[config.mk]
export PLATFORM = sky130hd
export DESIGN_NAME = dmr0_dram_flat
export DESIGN_NICKNAME = d
export VERILOG_FILES = /design/src/shared/dmr0_pkg.sv /design/src/shared/dmr0_link_if.sv /design/src/core/dmr0_dram.sv /design/src/core/dmr0_sync.sv /design/src/flat_wrapper.sv
export SDC_FILE = /design/constraint.sdc
export NUM_CORES = 1
export LEC_CHECK = 0
export BUFFER_PORTS_ARGS = -buffer_cell sky130_fd_sc_hd__buf_4
export CAP_MARGIN = 20
export CORE_MARGIN = 3
export CORE_UTILIZATION = 57
export DETAILED_ROUTE_END_ITERATION = 16
export GPL_TIMING_DRIVEN = 0
export PLACE_DENSITY = 0.87
export SYNTH_ARGS = -nofsm -noshare
export SYNTH_HDL_FRONTEND = slang
export SYNTH_SLANG_ARGS = --single-unit
[constraint.sdc]
create_clock -name clk -period 3 [get_ports clk]
set_input_delay 0.6 -clock clk [delete_from_list [all_inputs] [get_ports clk]]
set_output_delay 0.6 -clock clk [all_outputs]
set_load 0.03 [all_outputs]
[src/shared/dmr0_pkg.sv]
// Constants shared by both ends of the mode register update link.
// Assumes one system clock; link counts are in link clock cycles.
package dmr0_pkg;
    // ============================================================
    // Link timing
    localparam int CK_DIV = 8;          // System clocks per link clock
    localparam int TMOD_NCK = 24;       // MRS to non-MRS delay, link clocks
    localparam int DODTLOFF_NCK = 8;    // ODT turn-off latency, link clocks
    localparam int TDLLK_NCK = 64;      // DLL lock time, link clocks
    localparam int TRP_NCK = 14;        // Precharge time, link clocks
    localparam int CNT_W = 16;
    // ============================================================
    // Link widths and mode register field positions
    localparam int ADDR_W = 14;
    localparam int LINK_W = 24;         // Bits carried through the syncs
    localparam int BL_LSB = 0;
    localparam int ORDER_BIT = 3;
    localparam int TEST_BIT = 7;
    localparam int DLLRST_BIT = 8;
    localparam int WR_LSB = 9;
    localparam logic [13:0] MR0_RSV_MASK = 14'h3080;
    localparam logic [1:0] BL_RESERVED = 2'h3;
    // ============================================================
    // Controller registers (APB byte offsets)
    localparam logic [11:0] REG_CTRL = 12'h000;
    localparam logic [11:0] REG_MRWORD = 12'h004;
    localparam logic [11:0] REG_STATUS = 12'h008;
    localparam int CTRL_START = 0;
    localparam int CTRL_RTT_ON = 1;
    localparam int CTRL_ODT_REQ = 2;
    localparam logic [2:0] CTRL_RESET = 3'h0;
    localparam logic [16:0] MRWORD_RESET = 17'h00000;
    localparam int MRWORD_SEL_LSB = 14; // {bg0, ba1, ba0} above address
    // ============================================================
    // Controller sequencer states
    typedef enum logic [3:0] {
        DMR0_IDLE = 4'b0001,
        DMR0_WAIT_IDLE = 4'b0010,
        DMR0_ODT_OFF = 4'b0100,
        DMR0_HOLD = 4'b1000
    } dmr0_state_e;
endpackage

[src/shared/dmr0_link_if.sv]
// Command/address link between the controller and the memory device.
// Assumes the controller drives every signal, the device only listens.
`timescale 1ns/10ps
interface dmr0_link_if;
    import dmr0_pkg::*;
    logic ck;
    logic cke;
    logic cs_n;
    logic ras_n;
    logic cas_n;
    logic we_n;
    logic bg0;
    logic [1:0] ba;
    logic [ADDR_W-1:0] addr;
    logic odt;
    modport ctrl (output ck, cke, cs_n, ras_n, cas_n, we_n, bg0, ba, addr,
        odt);
    modport dram (input ck, cke, cs_n, ras_n, cas_n, we_n, bg0, ba, addr,
        odt);
endinterface

[src/core/dmr0_dram.sv]
// Device end: decodes the first mode register and tracks update timing.
// Assumes the link clock and link signals come from another domain.
//
// Summary of operation
// - Only deselects allowed during tMOD after MRS
// - DLL and similar updates exempt from tMOD
// - ODT low DODTLoff plus one before MRS
// - Latency, parity, gear-down, RTT changes need ODT low
// - Unchanged ODT-timing values need no ODT low
// - MRS only when idle with CKE high
// - ODT held low until tMOD expires
// - Ignore ODT when RTT_NOM stays disabled
// - Reserved bits of register written zero
// - A8 requests DLL reset, A7 test
// - WR plus tRP gives auto-precharge delay
// - A11:A9 encode write recovery and read-to-precharge
// - A3 selects sequential or interleaved order
// - DLL reset self-clears; wait tDLLK
// - Test bit one is vendor-only mode
`timescale 1ns/10ps
module dmr0_dram
    import dmr0_pkg::*;
#(
    parameter int TMOD = TMOD_NCK,
    parameter int TDLLK = TDLLK_NCK,
    parameter int TRP = TRP_NCK
) (
    input wire logic clk,
    input wire logic arst_n,
    dmr0_link_if.dram link,
    input wire logic [4:0] additive_latency,
    input wire logic rtt_nom_enabled,
    output logic [1:0] burst_length_select,
    output logic burst_order_select,
    output logic [4:0] cas_latency_select,
    output logic vendor_test_select,
    output logic [4:0] write_recovery_cycles,
    output logic [3:0] read_to_precharge_cycles,
    output logic [5:0] auto_precharge_cycles,
    output logic [5:0] read_latency,
    output logic dll_reset_pulse,
    output logic dll_locked,
    output logic tmod_busy,
    output logic odt_term_on,
    output logic cmd_violation,
    output logic field_violation
);
    initial begin
        if (TMOD < 1 || TMOD >= 2**CNT_W || TDLLK < 1 ||
            TDLLK >= 2**CNT_W || TRP < 1 || TRP > 40)
            $error("dmr0_dram: timing parameter out of range");
    end

    // ============================================================
    // Field decoders
    // CAS latency code, zero for a reserved code
    function automatic logic [4:0] cl_decode(input logic [3:0] c);
        logic [4:0] r;
        r = 5'h00;
        unique case (c)
            4'hd: r = 5'h11;
            4'h8: r = 5'h12;
            4'he: r = 5'h13;
            4'h9: r = 5'h14;
            4'hf: r = 5'h15;
            4'ha: r = 5'h16;
            4'hb, 4'hc: r = 5'h00;
            default: r = 5'(c) + 5'h09;
        endcase
        return r;
    endfunction

    // Write recovery code, zero for the reserved code
    function automatic logic [4:0] wr_decode(input logic [2:0] c);
        logic [4:0] r;
        r = 5'h00;
        unique case (c)
            3'h7: r = 5'h16;
            3'h6: r = 5'h00;
            default: r = 5'h0a + {1'b0, c, 1'b0};
        endcase
        return r;
    endfunction

    // ============================================================
    // Link capture
    logic [LINK_W-1:0] raw;
    logic [LINK_W-1:0] syn;
    logic ck_d;
    assign raw = {link.ck, link.cke, link.cs_n, link.ras_n, link.cas_n,
        link.we_n, link.bg0, link.ba, link.addr, link.odt};

    dmr0_sync #(.W(LINK_W)) u_sync (
        .clk(clk),
        .arst_n(arst_n),
        .d(raw),
        .q(syn)
    );

    // Link clock edge follows the synchronised copy
    always_ff @(posedge clk or negedge arst_n) begin
        if (!arst_n) begin
            ck_d <= 1'b0;
        end else begin
            ck_d <= syn[23];
        end
    end

    // ============================================================
    // Command decode
    wire ck_rise = syn[23] & ~ck_d;
    wire s_cke = syn[22];
    wire s_cs_n = syn[21];
    wire [2:0] s_rcw = syn[20:18];
    wire [2:0] s_sel = syn[17:15];
    wire [ADDR_W-1:0] s_a = syn[14:1];
    wire s_odt = syn[0];
    wire is_mrs = ck_rise & ~s_cs_n & (s_rcw == 3'h0);
    wire is_read = ck_rise & ~s_cs_n & (s_rcw == 3'h5);
    wire is_other = ck_rise & ~s_cs_n & ~is_mrs;
    wire mr0_hit = is_mrs & (s_sel == 3'h0);
    wire [3:0] cl_code = {s_a[6:4], s_a[2]};
    wire [2:0] wr_code = s_a[WR_LSB+2:WR_LSB];
    wire [4:0] cl_val = cl_decode(cl_code);
    wire [4:0] wr_val = wr_decode(wr_code);
    wire dll_req = mr0_hit & s_a[DLLRST_BIT];
    wire bad_field = ((s_a & MR0_RSV_MASK) != 14'h0) | (cl_val == 5'h00) |
        (wr_val == 5'h00) | (s_a[1:0] == BL_RESERVED);

    // ============================================================
    // Decoded register contents
    always_ff @(posedge clk or negedge arst_n) begin
        if (!arst_n) begin
            burst_length_select <= 2'h0;
            burst_order_select <= 1'b0;
            cas_latency_select <= 5'h09;
            vendor_test_select <= 1'b0;
            write_recovery_cycles <= 5'h0a;
            read_to_precharge_cycles <= 4'h5;
        end else if (mr0_hit) begin
            burst_length_select <= s_a[BL_LSB+1:BL_LSB];
            burst_order_select <= s_a[ORDER_BIT];
            cas_latency_select <= cl_val;
            vendor_test_select <= s_a[TEST_BIT];
            write_recovery_cycles <= wr_val;
            read_to_precharge_cycles <= wr_val[4:1];
        end
    end

    // Derived latencies follow the stored codes
    always_ff @(posedge clk or negedge arst_n) begin
        if (!arst_n) begin
            auto_precharge_cycles <= 6'h00;
            read_latency <= 6'h00;
        end else begin
            auto_precharge_cycles <= 6'(write_recovery_cycles) +
                6'(TRP);
            read_latency <= 6'(additive_latency) +
                6'(cas_latency_select);
        end
    end

    // ============================================================
    // Update window after MRS
    logic [CNT_W-1:0] tmod_cnt;
    logic exempt;
    always_ff @(posedge clk or negedge arst_n) begin
        if (!arst_n) begin
            tmod_cnt <= '0;
            exempt <= 1'b0;
        end else if (is_mrs) begin
            tmod_cnt <= CNT_W'(TMOD);
            exempt <= dll_req;
        end else if (ck_rise && tmod_cnt != '0) begin
            tmod_cnt <= tmod_cnt - 1'b1;
        end
    end

    // DLL reset bit clears itself; lock counted in link clocks
    logic [CNT_W-1:0] lock_cnt;
    always_ff @(posedge clk or negedge arst_n) begin
        if (!arst_n) begin
            dll_reset_pulse <= 1'b0;
            dll_locked <= 1'b0;
            lock_cnt <= '0;
        end else begin
            dll_reset_pulse <= dll_req;
            if (dll_req) begin
                dll_locked <= 1'b0;
                lock_cnt <= CNT_W'(TDLLK);
            end else if (ck_rise && lock_cnt != '0) begin
                lock_cnt <= lock_cnt - 1'b1;
                dll_locked <= (lock_cnt == CNT_W'(1));
            end
        end
    end

    // ============================================================
    // Termination and sticky protocol checks
    logic rtt_prev;
    wire in_window = (tmod_cnt != '0) & ~exempt;
    wire odt_ignored = is_mrs & ~rtt_prev & ~rtt_nom_enabled;
    wire cmd_bad = (is_other & in_window) | (is_mrs & ~s_cke) |
        (is_read & ~dll_locked) |
        (ck_rise & s_odt & in_window & rtt_nom_enabled);
    always_ff @(posedge clk or negedge arst_n) begin
        if (!arst_n) begin
            rtt_prev <= 1'b0;
            odt_term_on <= 1'b0;
            tmod_busy <= 1'b0;
            cmd_violation <= 1'b0;
            field_violation <= 1'b0;
        end else begin
            rtt_prev <= rtt_nom_enabled;
            if (ck_rise)
                odt_term_on <= s_odt & rtt_nom_enabled & ~odt_ignored;
            tmod_busy <= (tmod_cnt != '0);
            cmd_violation <= cmd_violation | cmd_bad;
            field_violation <= field_violation |
                (mr0_hit & bad_field);
        end
    end
endmodule

[src/core/dmr0_sync.sv]
// Two flip-flop synchroniser for a bundle of link inputs.
// Assumes the bundle changes well away from the sampled clock edge.
`timescale 1ns/10ps
module dmr0_sync #(
    parameter int W = 24
) (
    input wire logic clk,
    input wire logic arst_n,
    input wire logic [W-1:0] d,
    output logic [W-1:0] q
);
    logic [W-1:0] meta;
    // First stage feeds only the second
    always_ff @(posedge clk or negedge arst_n) begin
        if (!arst_n) begin
            meta <= '0;
            q <= '0;
        end else begin
            meta <= d;
            q <= meta;
        end
    end
endmodule

[src/flat_wrapper.sv]
// flat-port wrapper written by rule: the top's interface ports become plain ports
module dmr0_dram_flat import dmr0_pkg::*;
#(
    parameter int TMOD = TMOD_NCK,
    parameter int TDLLK = TDLLK_NCK,
    parameter int TRP = TRP_NCK
)
  (clk, arst_n, additive_latency, rtt_nom_enabled, burst_length_select, burst_order_select, cas_latency_select, vendor_test_select, write_recovery_cycles, read_to_precharge_cycles, auto_precharge_cycles, read_latency, dll_reset_pulse, dll_locked, tmod_busy, odt_term_on, cmd_violation, field_violation, link_ck, link_cke, link_cs_n, link_ras_n, link_cas_n, link_we_n, link_bg0, link_ba, link_addr, link_odt);
  dmr0_link_if link_i ();
  input wire logic clk;
  input wire logic arst_n;
  input wire logic [4:0] additive_latency;
  input wire logic rtt_nom_enabled;
  output logic [1:0] burst_length_select;
  output logic burst_order_select;
  output logic [4:0] cas_latency_select;
  output logic vendor_test_select;
  output logic [4:0] write_recovery_cycles;
  output logic [3:0] read_to_precharge_cycles;
  output logic [5:0] auto_precharge_cycles;
  output logic [5:0] read_latency;
  output logic dll_reset_pulse;
  output logic dll_locked;
  output logic tmod_busy;
  output logic odt_term_on;
  output logic cmd_violation;
  output logic field_violation;
  input wire logic [$bits(link_i.ck)-1:0] link_ck;
  input wire logic [$bits(link_i.cke)-1:0] link_cke;
  input wire logic [$bits(link_i.cs_n)-1:0] link_cs_n;
  input wire logic [$bits(link_i.ras_n)-1:0] link_ras_n;
  input wire logic [$bits(link_i.cas_n)-1:0] link_cas_n;
  input wire logic [$bits(link_i.we_n)-1:0] link_we_n;
  input wire logic [$bits(link_i.bg0)-1:0] link_bg0;
  input wire logic [$bits(link_i.ba)-1:0] link_ba;
  input wire logic [$bits(link_i.addr)-1:0] link_addr;
  input wire logic [$bits(link_i.odt)-1:0] link_odt;
  assign link_i.ck = link_ck;
  assign link_i.cke = link_cke;
  assign link_i.cs_n = link_cs_n;
  assign link_i.ras_n = link_ras_n;
  assign link_i.cas_n = link_cas_n;
  assign link_i.we_n = link_we_n;
  assign link_i.bg0 = link_bg0;
  assign link_i.ba = link_ba;
  assign link_i.addr = link_addr;
  assign link_i.odt = link_odt;
  dmr0_dram #(.TMOD(TMOD), .TDLLK(TDLLK), .TRP(TRP)) u_core (.clk(clk), .arst_n(arst_n), .link(link_i), .additive_latency(additive_latency), .rtt_nom_enabled(rtt_nom_enabled), .burst_length_select(burst_length_select), .burst_order_select(burst_order_select), .cas_latency_select(cas_latency_select), .vendor_test_select(vendor_test_select), .write_recovery_cycles(write_recovery_cycles), .read_to_precharge_cycles(read_to_precharge_cycles), .auto_precharge_cycles(auto_precharge_cycles), .read_latency(read_latency), .dll_reset_pulse(dll_reset_pulse), .dll_locked(dll_locked), .tmod_busy(tmod_busy), .odt_term_on(odt_term_on), .cmd_violation(cmd_violation), .field_violation(field_violation));
endmodule
# After elaboration in Yosys (flattened, before gate mapping)
# Index checks and enable logic that the tools add are counted.
classes:
  addsub: 6
  n_eq_ne: 13
  n_mux: 8
  bitwise: 36
  reduce_logical: 12
ops:
  columns: ["cell", "n"]
  rows:
  - ["two-way mux 16 bit", 4]
  - ["one-hot mux 5 bit (7 select lines)", 1]
  - ["equality test 4 bit (second input constant)", 8]
  - ["nonzero test 16 bit", 2]
  - ["subtractor 16 x 1 -> 16 bit (second input constant)", 2]
  - ["AND 1 bit", 19]
  - ["equality test 16 x 1 -> 1 bit (second input constant)", 1]
  - ["nonzero test 14 bit", 1]
  - ["logical NOT 5 bit", 2]
  - ["one-hot mux 5 bit (2 select lines)", 1]
  - ["equality test 3 bit (second input constant)", 3]
  - ["inverter 1 bit", 9]
  - ["OR 1 bit", 8]
  - ["adder 5 x 4 -> 6 bit (second input constant)", 1]
  - ["adder 5 x 5 -> 6 bit", 1]
  - ["logical NOT 3 bit", 2]
  - ["adder 4 x 4 -> 5 bit (first input constant)", 1]
  - ["adder 4 x 4 -> 5 bit (second input constant)", 1]
  - ["nonzero test 2 bit", 2]
  - ["equality test 2 bit (second input constant)", 1]
  - ["logical AND 1 bit", 2]
  - ["two-way mux 1 bit", 2]
  - ["OR reduction 2 bit", 1]
totals:
  reg_bits: 119
  inputBits: 32
  out_inout_bits: 36
  wordCells: 96

# Depth between registers and ports, before layout
# Gate-level depths: netlist of the first run.
depth:
  depth_word: 11
  depth_mapped: 7
  depth_no_buf: 7

# Hierarchy
# Synthesis of the first run repeated with hierarchy kept, for this count alone.
hier_totals:
  hier_cells: 405
  hier_area_um2: 4747.1
modules_own_cells:
  columns: ["mod", "n_inst", "cells_per_inst", "area_each_um2"]
  rows:
  - ["dmr0_dram", 1, 357, 3545.9]
  - ["dmr0_sync", 1, 48, 1201.2]

# Least setup slack after synthesis of the first run
# No wires, ideal clock.
synth_timing:
  path_kind: "reg2reg"
  startpoint: "register u_core.lock_cnt[5]"
  endpoint: "register u_core.lock_cnt[11]"
  arrival_time_ns: 2.127
  required_time_ns: 2.922
  path_slack_ns: 0.795
  path_stages_with_launch: 7
  path_buffers: 2
  synth_period_minus_slack_ns: 2.205
  cell_sequence: "dfrtp_1 or4_4 buf_6 or3_1 buf_2 or4_1 a21oi_1"
synth_via:
  elab_chain_len: 3
  elab_cells_between_ends: 6
  cone_classes: "1 x add/sub; 2 x mux; 3 x reduce/logical"
synth_rtl:
  columns: ["element", "line", "rtl"]
  rows:
  - ["start, declared", "dmr0_dram.sv:180", "logic [CNT_W-1:0] lock_cnt;"]
  - ["start signal, assigned", "dmr0_dram.sv:190", "lock_cnt <= CNT_W'(TDLLK);"]
  - ["start signal, assigned", "dmr0_dram.sv:192", "lock_cnt <= lock_cnt - 1'b1;"]
  - ["subtractor 16 x 1 -> 16 bit / nonzero test 16 bit (equally long branches)", "dmr0_dram.sv:192, dmr0_dram.sv:191", null]
  - ["two-way mux 16 bit / logical AND 1 bit (equally long branches)", "dmr0_dram.sv:191", "end else if (ck_rise && lock_cnt != '0) begin"]
  - ["two-way mux 16 bit / nonzero test 2 bit (equally long branches)", null, null]
# Several ways; a longest one is shown, not always the timed one. The select of a mux whose other input is x is not followed.
# A chain may end at the register's enable or synchronous reset.

# Final worst setup path of the first run
layout_timing:
  startpoint: "register u_core.u_sync.q[21]"
  endpoint: "register u_core.lock_cnt[3]"
layout_via:
  elab_chain_len: 6
  elab_cells_between_ends: 7
  cone_classes: "1 x mux; 5 x bitwise; 1 x reduce/logical"
layout_rtl:
  columns: ["element", "line", "rtl"]
  rows:
  - ["start, declared", "dmr0_sync.sv:10", "output logic [W-1:0] q"]
  - ["start signal, assigned", "dmr0_sync.sv:20", "q <= meta;"]
  - ["inverter 1 bit *", "dmr0_dram.sv:118", "wire is_mrs = ck_rise & ~s_cs_n & (s_rcw == 3'h0);"]
  - ["AND 1 bit * (2 in a row)", "dmr0_dram.sv:118", null]
  - ["AND 1 bit *", "dmr0_dram.sv:121", "wire mr0_hit = is_mrs & (s_sel == 3'h0);"]
  - ["AND 1 bit *", "dmr0_dram.sv:126", "wire dll_req = mr0_hit & s_a[DLLRST_BIT];"]
  - ["named net u_core.dll_req", "dmr0_dram.sv:126", null]
  - ["two-way mux 16 bit / nonzero test 2 bit (equally long branches)", null, null]
# The timed path passes the listed nets; every way through them passes the cells marked *.

==> results.cfg, run 1 <==
[final_layout]
layout-area-overhead-vs-synth_pct = 18.0
antennaDiodeCount = 0
post-route-cell-area_sq_mm = 0.00563
final_cell_count_no_fill = 599
layout_common_cells = sky130_fd_sc_hd__dfrtp_1 (108), sky130_fd_sc_hd__buf_4 (71), sky130_fd_sc_hd__a21oi_1 (28)
final_common_cell = sky130_fd_sc_hd__dfrtp_1
final_core_utilization_pct = 71.0
fraction_of_final_layout_cells_with_drive_strength_greater_than_1_pct = 23.1
num-nets-final = 540

[worst_setup_path]
cp-start-kind = register
cp_data_required_time_ns = 3.24
critical_path.cell_chain = nor4_2, nand4_1, inv_1, clkbuf_1, a21oi_1
cp.depth = 5
setup.worst_path.start = u_core.u_sync.q[21]
critical_path.endpoint_type = register
reg2reg_from = u_core.u_sync.q[21]
ff2ff_path_depth = 5
cp_max_fo = 10
critical-path-max-stage-delay_ns = 0.64
buffer_and_inverter_count_on_the_worst_path = 2
path_delay_family = simple AND/OR/NAND/NOR gates
critical_path.endpoint = u_core.lock_cnt[3]
ff_to_ff_setup_slack_ns = 0.47
ff_to_ff_end = u_core.lock_cnt[3]
critPathSlowestCell = sky130_fd_sc_hd__nor4_2
criticalPathCategory = register to register
worstPathArrival_ns = 2.77

[run_status]
status = finished, final reports clean

[place]
post_dp_cell_area_sq_mm = 0.00542
numPortBuffers = 65
dp_cells = 583
worst_setup_slack_before_clock_tree_synthesis_ns = 0.152
dp_hpwl_microns = 6920
gp_routability_congestion = 0.835

[logic_synthesis]
synth_cell_types = 59
ys_async_sr_fraction_pct = 100
number_of_synthesized_flops_with_an_enable_pin = 0
synth.avg_cell_area_sq_um = 11.5
complex_gate_fraction_of_the_synthesized_area_pct = 12.5
ys.flop_type = sky130_fd_sc_hd__dfrtp_1
sequential_fraction_of_the_synthesis_area_pct = 58.9
syn-cell-area_sq_mm = 0.00477
synthXorXnorAreaFrac_pct = 1.10
ys_top_cells_by_area = sky130_fd_sc_hd__dfrtp_1 (57%), sky130_fd_sc_hd__ha_1 (3.9%), sky130_fd_sc_hd__a21oi_1 (2.9%)
post_synth_inst_count = 414
yosys_warnings = 0
synth_top_family_by_area = simple AND/OR/NAND/NOR gates
yosys_register_bits = 112
post_synth_mux_area_share_pct = 2.68
synth_top_area_share_pct = 56.7
post_synth_top_area_cell = sky130_fd_sc_hd__dfrtp_1
adder_and_majority_cell_fraction_of_the_synthesized_area_pct = 4.36
simple_logic_cell_fraction_of_the_synthesized_area_pct = 16.4

[floorplan]
width_of_the_die_microns = 97.5
core_sq_mm = 0.00793
design.portCount = 68
design.die.area_sq_mm = 0.00950
height_of_the_chip_microns = 97.5
placementRows = 32
effective_utilization_at_floorplan_pct = 60.1

[sta]
timing_max_transition_violations_final = 0
setup_viol_count_final = 0
period_needed_ns = 2.53
finalHoldViolations = 0
worst_clock_skew_ns = 0.0174
rsz0062_at_grt = false
finalCritPeriodShare_pct = 84.2
achievable-frequency_ghz = 0.396
tns_ns = 0
slew_margin_rel_pct = 54.5
timing.final.ws_setup_ns = 0.473
worst_pin_slew_ns = 0.676

[clocking]
tritoncts.num_buffers = 9
path_clk_slew_ns = 0.11
clock_tree_from_tritoncts = built
max-clock-path-buffers = 2
clock_tree.htree_level_count = 3
clock-root-buffer = sky130_fd_sc_hd__clkbuf_8
worst_skew_pair_later_pin_latency_ns = 0.38
setup_fix_buffers_added_after_clock_tree_synthesis = 0
cts.sinks = 112

[global_route]
antenna_found_initial = 0
grt_start_max_net_pins = 72
grt.met3_usage_pct = 3.66
grt.met2_usage_pct = 34.5
globalRouteMet1Util_pct = 28.1
track_usage_pct = 20.9
grt_overflow_total = 0
first_global_vias = 3425
grt_pass1_wl_microns = 16300
busiest_layer = met2

[hold_path]
worst_hold_path_type = input pin to asynchronous set/reset pin

[drt]
vias_per_cell = 5.87
post_detailed_route_wirelength_per_cell_microns = 16.0
routed_wl_microns = 9570
drt_drc_violations_left = 0
dr_total_vias = 3516
antenna_violating_nets_post_route = 0
drt_iter0_markers = 257
drt-pass1-iter-count = 4

[power_and_ir_drop]
power_leakage_nw = 2.59
vdd.ir_drop.worst_mv = 0.421
cellPowerDensity_mw_per_mm2 = 694

[flow_run]
max_cap_viol_count = 0
-- final cells by class --
class | instances | area [sq um]
Tap cell | 102 | 128
Sequential cell | 112 | 2810
Inverter | 20 | 75.1
Timing Repair Buffer | 66 | 515
Clock inverter | 7 | 80.1
Fill cell | 565 | 2300
Buffer | 23 | 118
Multi-Input combinational cell | 260 | 1780
Clock buffer | 9 | 124
-- report_power, final --
group          internal (mW)  switching, mW
logic                  0.424          0.606
registers               1.74          0.236
clock network          0.336          0.556
total                   2.51           1.40
-- synthesized netlist by cell type (all sizes together) (7+ instances only) --
cell	number
a21oi	28
buf	8
clkbuf	15
dfrtp	108
ha	15
inv	20
nand2	27
nand2b	10
nor2	11
nor3	7
nor4	13
o21ai	21
o31ai	9
or3	13
or4	17
-- sequential cells by signal, indices dropped and copies added (netlist names) --
signal and count:
u_core.u_sync.meta 24, u_core.exempt 1, u_core.read_latency 6, u_core.auto_precharge_cycles 5, u_core.u_sync.q 24, u_core.cmd_violation 1, u_core.burst_order_select 1, u_core.tmod_cnt 16
u_core.field_violation 1, u_core.odt_term_on 1, u_core.ck_d 1, u_core.lock_cnt 16, u_core.dll_locked 1, u_core.write_recovery_cycles 4, u_core.tmod_busy 1, u_core.vendor_test_select 1
u_core.cas_latency_select 5, u_core.dll_reset_pulse 1, u_core.burst_length_select 2
-- worst reg2reg max path: stages, from the launching register on --
cell and delay (ns):
sky130_fd_sc_hd__dfrtp_1 0.42, sky130_fd_sc_hd__nor4_2 0.65, sky130_fd_sc_hd__nand4_1 0.44, sky130_fd_sc_hd__inv_1 0.37, sky130_fd_sc_hd__clkbuf_1 0.43, sky130_fd_sc_hd__a21oi_1 0.10
-- cell families after synthesis --
group	Yosys count
AOI/OAI and AO/OA	92
xor gates and xnor gates	6
adders and majority gates	16
buffers and inverters	43
DFF	112
muxes	12
other	1
and+or+nand+nor	132
-- how the worst min path moves through the flow --
stage	endpoint	slack, ns	cells past startpoint
floorplan	u_core.auto_precharge_cycles[1]	0.30	0
global placement	u_core.u_sync.q[0]	0.33	0
detailed placement	u_core.u_sync.q[17]	0.33	0
CTS	u_core.auto_precharge_cycles[4]	0.20	1
global route	u_core.tmod_cnt[2]	0.24	1
finish	u_core.tmod_cnt[2]	0.19	1
-- per-layer routing --
layer / up-vias / routed length, microns
li1: 1659 / -
met1: 1692 / 4090
met2: 142 / 4680
met3: 23 / 609
met4: 0 / 189
met5: - / 0
-- per-stage QoR --
stage	hold WS [ns]	power, mW
finish	0.194	3.90
global route	0.236	4.15
CTS	0.203	3.91
detailed placement	0.335	3.02
global placement	0.333	2.92
floorplan	0.304	2.67
-- repair_timing --
action,in CTS,in global routing
setup endpoints to repair,0,10
gates resized for setup,0,1
hold buffers,0,0
No activity file was read; power rests on OpenSTA's default activity.
==> run 2: changes to the inputs <==
==> constraint.sdc (replaced) <==
create_clock -name clk -period 2.5 [get_ports clk]
set_input_delay 0.5 -clock clk [delete_from_list [all_inputs] [get_ports clk]]
set_output_delay 0.5 -clock clk [all_outputs]
set_load 0.03 [all_outputs]
==> run 2 against run 1 <==
Final cell count increased by 0.50%. Non-clock buffer count increased by 3. Wire length increased by 0.91%. Hold slack got worse by 0.093 ns. Total power increased by 20%. Flip-flop and latch count unchanged. Critical path depth increased by 1. Sequential share of layout area decreased by 0.39 points. Largest cell class unchanged.
==> results.cfg, run 2 (synthesized netlist as in run 1, its figures left out) <==
[flow_run]
max_cap_viol_count = 0

[worst_setup_path]
worstPathArrival_ns = 2.66
ff2ff_path_depth = 6
ff_to_ff_setup_slack_ns = 0.14
path_delay_family = simple AND/OR/NAND/NOR gates
cp_max_fo = 6
critical-path-max-stage-delay_ns = 0.53
setup.worst_path.start = u_core.lock_cnt[8]
buffer_and_inverter_count_on_the_worst_path = 2
criticalPathCategory = register to register
cp-start-kind = register
critPathSlowestCell = sky130_fd_sc_hd__or4_1
critical_path.endpoint = u_core.lock_cnt[11]
ff_to_ff_end = u_core.lock_cnt[11]
critical_path.cell_chain = or4_1, clkbuf_1, or3_1, buf_2, or4_1, a21oi_1
cp_data_required_time_ns = 2.80
critical_path.endpoint_type = register
critPathMostFrequentCell = sky130_fd_sc_hd__or4_1
cp.depth = 6
reg2reg_from = u_core.lock_cnt[8]

[floorplan]
design.die.area_sq_mm = 0.00950
effective_utilization_at_floorplan_pct = 60.1
placementRows = 32
height_of_the_chip_microns = 97.5
design.portCount = 68
core_sq_mm = 0.00793
width_of_the_die_microns = 97.5

[final_layout]
final_cell_count_no_fill = 602
final_common_cell = sky130_fd_sc_hd__dfrtp_1
reg.largest.list = u_core.u_sync.meta (24), u_core.u_sync.q (24)
antennaDiodeCount = 0
fraction_of_final_layout_cells_with_drive_strength_greater_than_1_pct = 24.0
layout_common_cells = sky130_fd_sc_hd__dfrtp_1 (108), sky130_fd_sc_hd__buf_4 (74), sky130_fd_sc_hd__a21oi_1 (28)
num-nets-final = 543
layout-area-overhead-vs-synth_pct = 18.9

[power_and_ir_drop]
vdd.ir_drop.worst_mv = 0.485
total_power_mw = 4.70
power_leakage_nw = 2.60
cellPowerDensity_mw_per_mm2 = 829

[place]
gp_routability_congestion = 0.835
dp_hpwl_microns = 6920
numPortBuffers = 65
dp_cells = 583
worst_setup_slack_before_clock_tree_synthesis_ns = -0.348

[sta]
finalHoldViolations = 0
period_needed_ns = 2.36
timing_max_transition_violations_final = 0
slew_margin_rel_pct = 56.2
finalCritPeriodShare_pct = 94.4
timing.final.ws_setup_ns = 0.141
achievable-frequency_ghz = 0.424
worst_pin_slew_ns = 0.651
rsz0062_at_grt = false
hold_ws_ns = 0.101
setup_viol_count_final = 0
tns_ns = 0
worst_clock_skew_ns = 0.0172

[clocking]
worst_skew_pair_later_pin_latency_ns = 0.38
holdBufCountCts = 0
path_clk_slew_ns = 0.12
tritoncts.num_buffers = 9
clock-root-buffer = sky130_fd_sc_hd__clkbuf_8
max-clock-path-buffers = 2
clock_tree_from_tritoncts = built
clock_tree.htree_level_count = 3
cts.sinks = 112

[drt]
antenna_violating_nets_post_route = 0
dr_total_vias = 3492
routed_wl_microns = 9660
drt-pass1-iter-count = 5
vias_per_cell = 5.80
drt_drc_violations_left = 0
post_detailed_route_wirelength_per_cell_microns = 16.0
drt_iter0_markers = 263

[run_status]
status = finished, final reports clean

[global_route]
grt_start_max_net_pins = 72
first_global_vias = 3427
grt_pass1_wl_microns = 16300
grt_overflow_total = 0
track_usage_pct = 20.9
antenna_found_initial = 0

[hold_path]
worst_hold_path_type = input pin to asynchronous set/reset pin
==> run 2: changes by cell type in the layout (fill, tap and decap cells not counted) <==
cell and change:
sky130_fd_sc_hd__nor4_2 +1, sky130_fd_sc_hd__nor4_1 -2, sky130_fd_sc_hd__nor4_4 +1, sky130_fd_sc_hd__buf_4 +3
==> run 2: area by class of cell <==
type / instances / area, sq um
sequential: 112 / 2810
fill: 560 / 2260
multi-input combinational: 260 / 1800
timing repair buffer: 69 / 538
tap: 102 / 128
clock buffer: 9 / 124
buffer: 23 / 118
clock inverter: 7 / 80.1
inverter: 20 / 75.1
==> run 2: worst min path at each step <==
stage,cells after the start,endpoint,slack [ns]
global route,1,u_core.tmod_cnt[2],0.14
global placement,0,u_core.u_sync.q[0],0.33
detailed placement,0,u_core.u_sync.q[17],0.33
finish,1,u_core.auto_precharge_cycles[4],0.10
CTS,1,u_core.auto_precharge_cycles[4],0.10
floorplan,0,u_core.auto_precharge_cycles[1],0.20
==> run 2: routing by layer <==
layer / wire [microns] / track usage, % / share of wire, % / vias up
met5: 0 / 0 / 0 / -
met4: 165 / 7.56 / 1.7 / 0
met3: 606 / 3.66 / 6.3 / 19
met2: 4790 / 34.5 / 50 / 147
met1: 4090 / 28.1 / 42 / 1669
li1: - / - / - / 1657
==> run 2: timing repair <==
action                     CTS  global route
hold endpoints to repair     0             0
setup buffers                0             3
setup endpoints to repair   14            11
pin swaps                    0             1
gates resized for setup      2             2
==> run 2: power breakdown <==
| part | internal (mW) | total (mW) | switching (mW) |
|---|---|---|---|
| clock | 0.403 | 1.06 | 0.660 |
| sequential | 2.09 | 2.38 | 0.284 |
| combinational | 0.512 | 1.26 | 0.745 |
==> run 2: metrics by stage <==
| stage | cell area [sq um] | util (%) |
|---|---|---|
| 2_1_floorplan | 4770 | - |
| 5_1_grt | 5670 | 71.5 |
| 4_1_cts | 5630 | 71.1 |
| 6_report | 5670 | 71.5 |
| 3_5_place_dp | 5420 | 68.3 |
| 3_3_place_gp | 5390 | 68.0 |
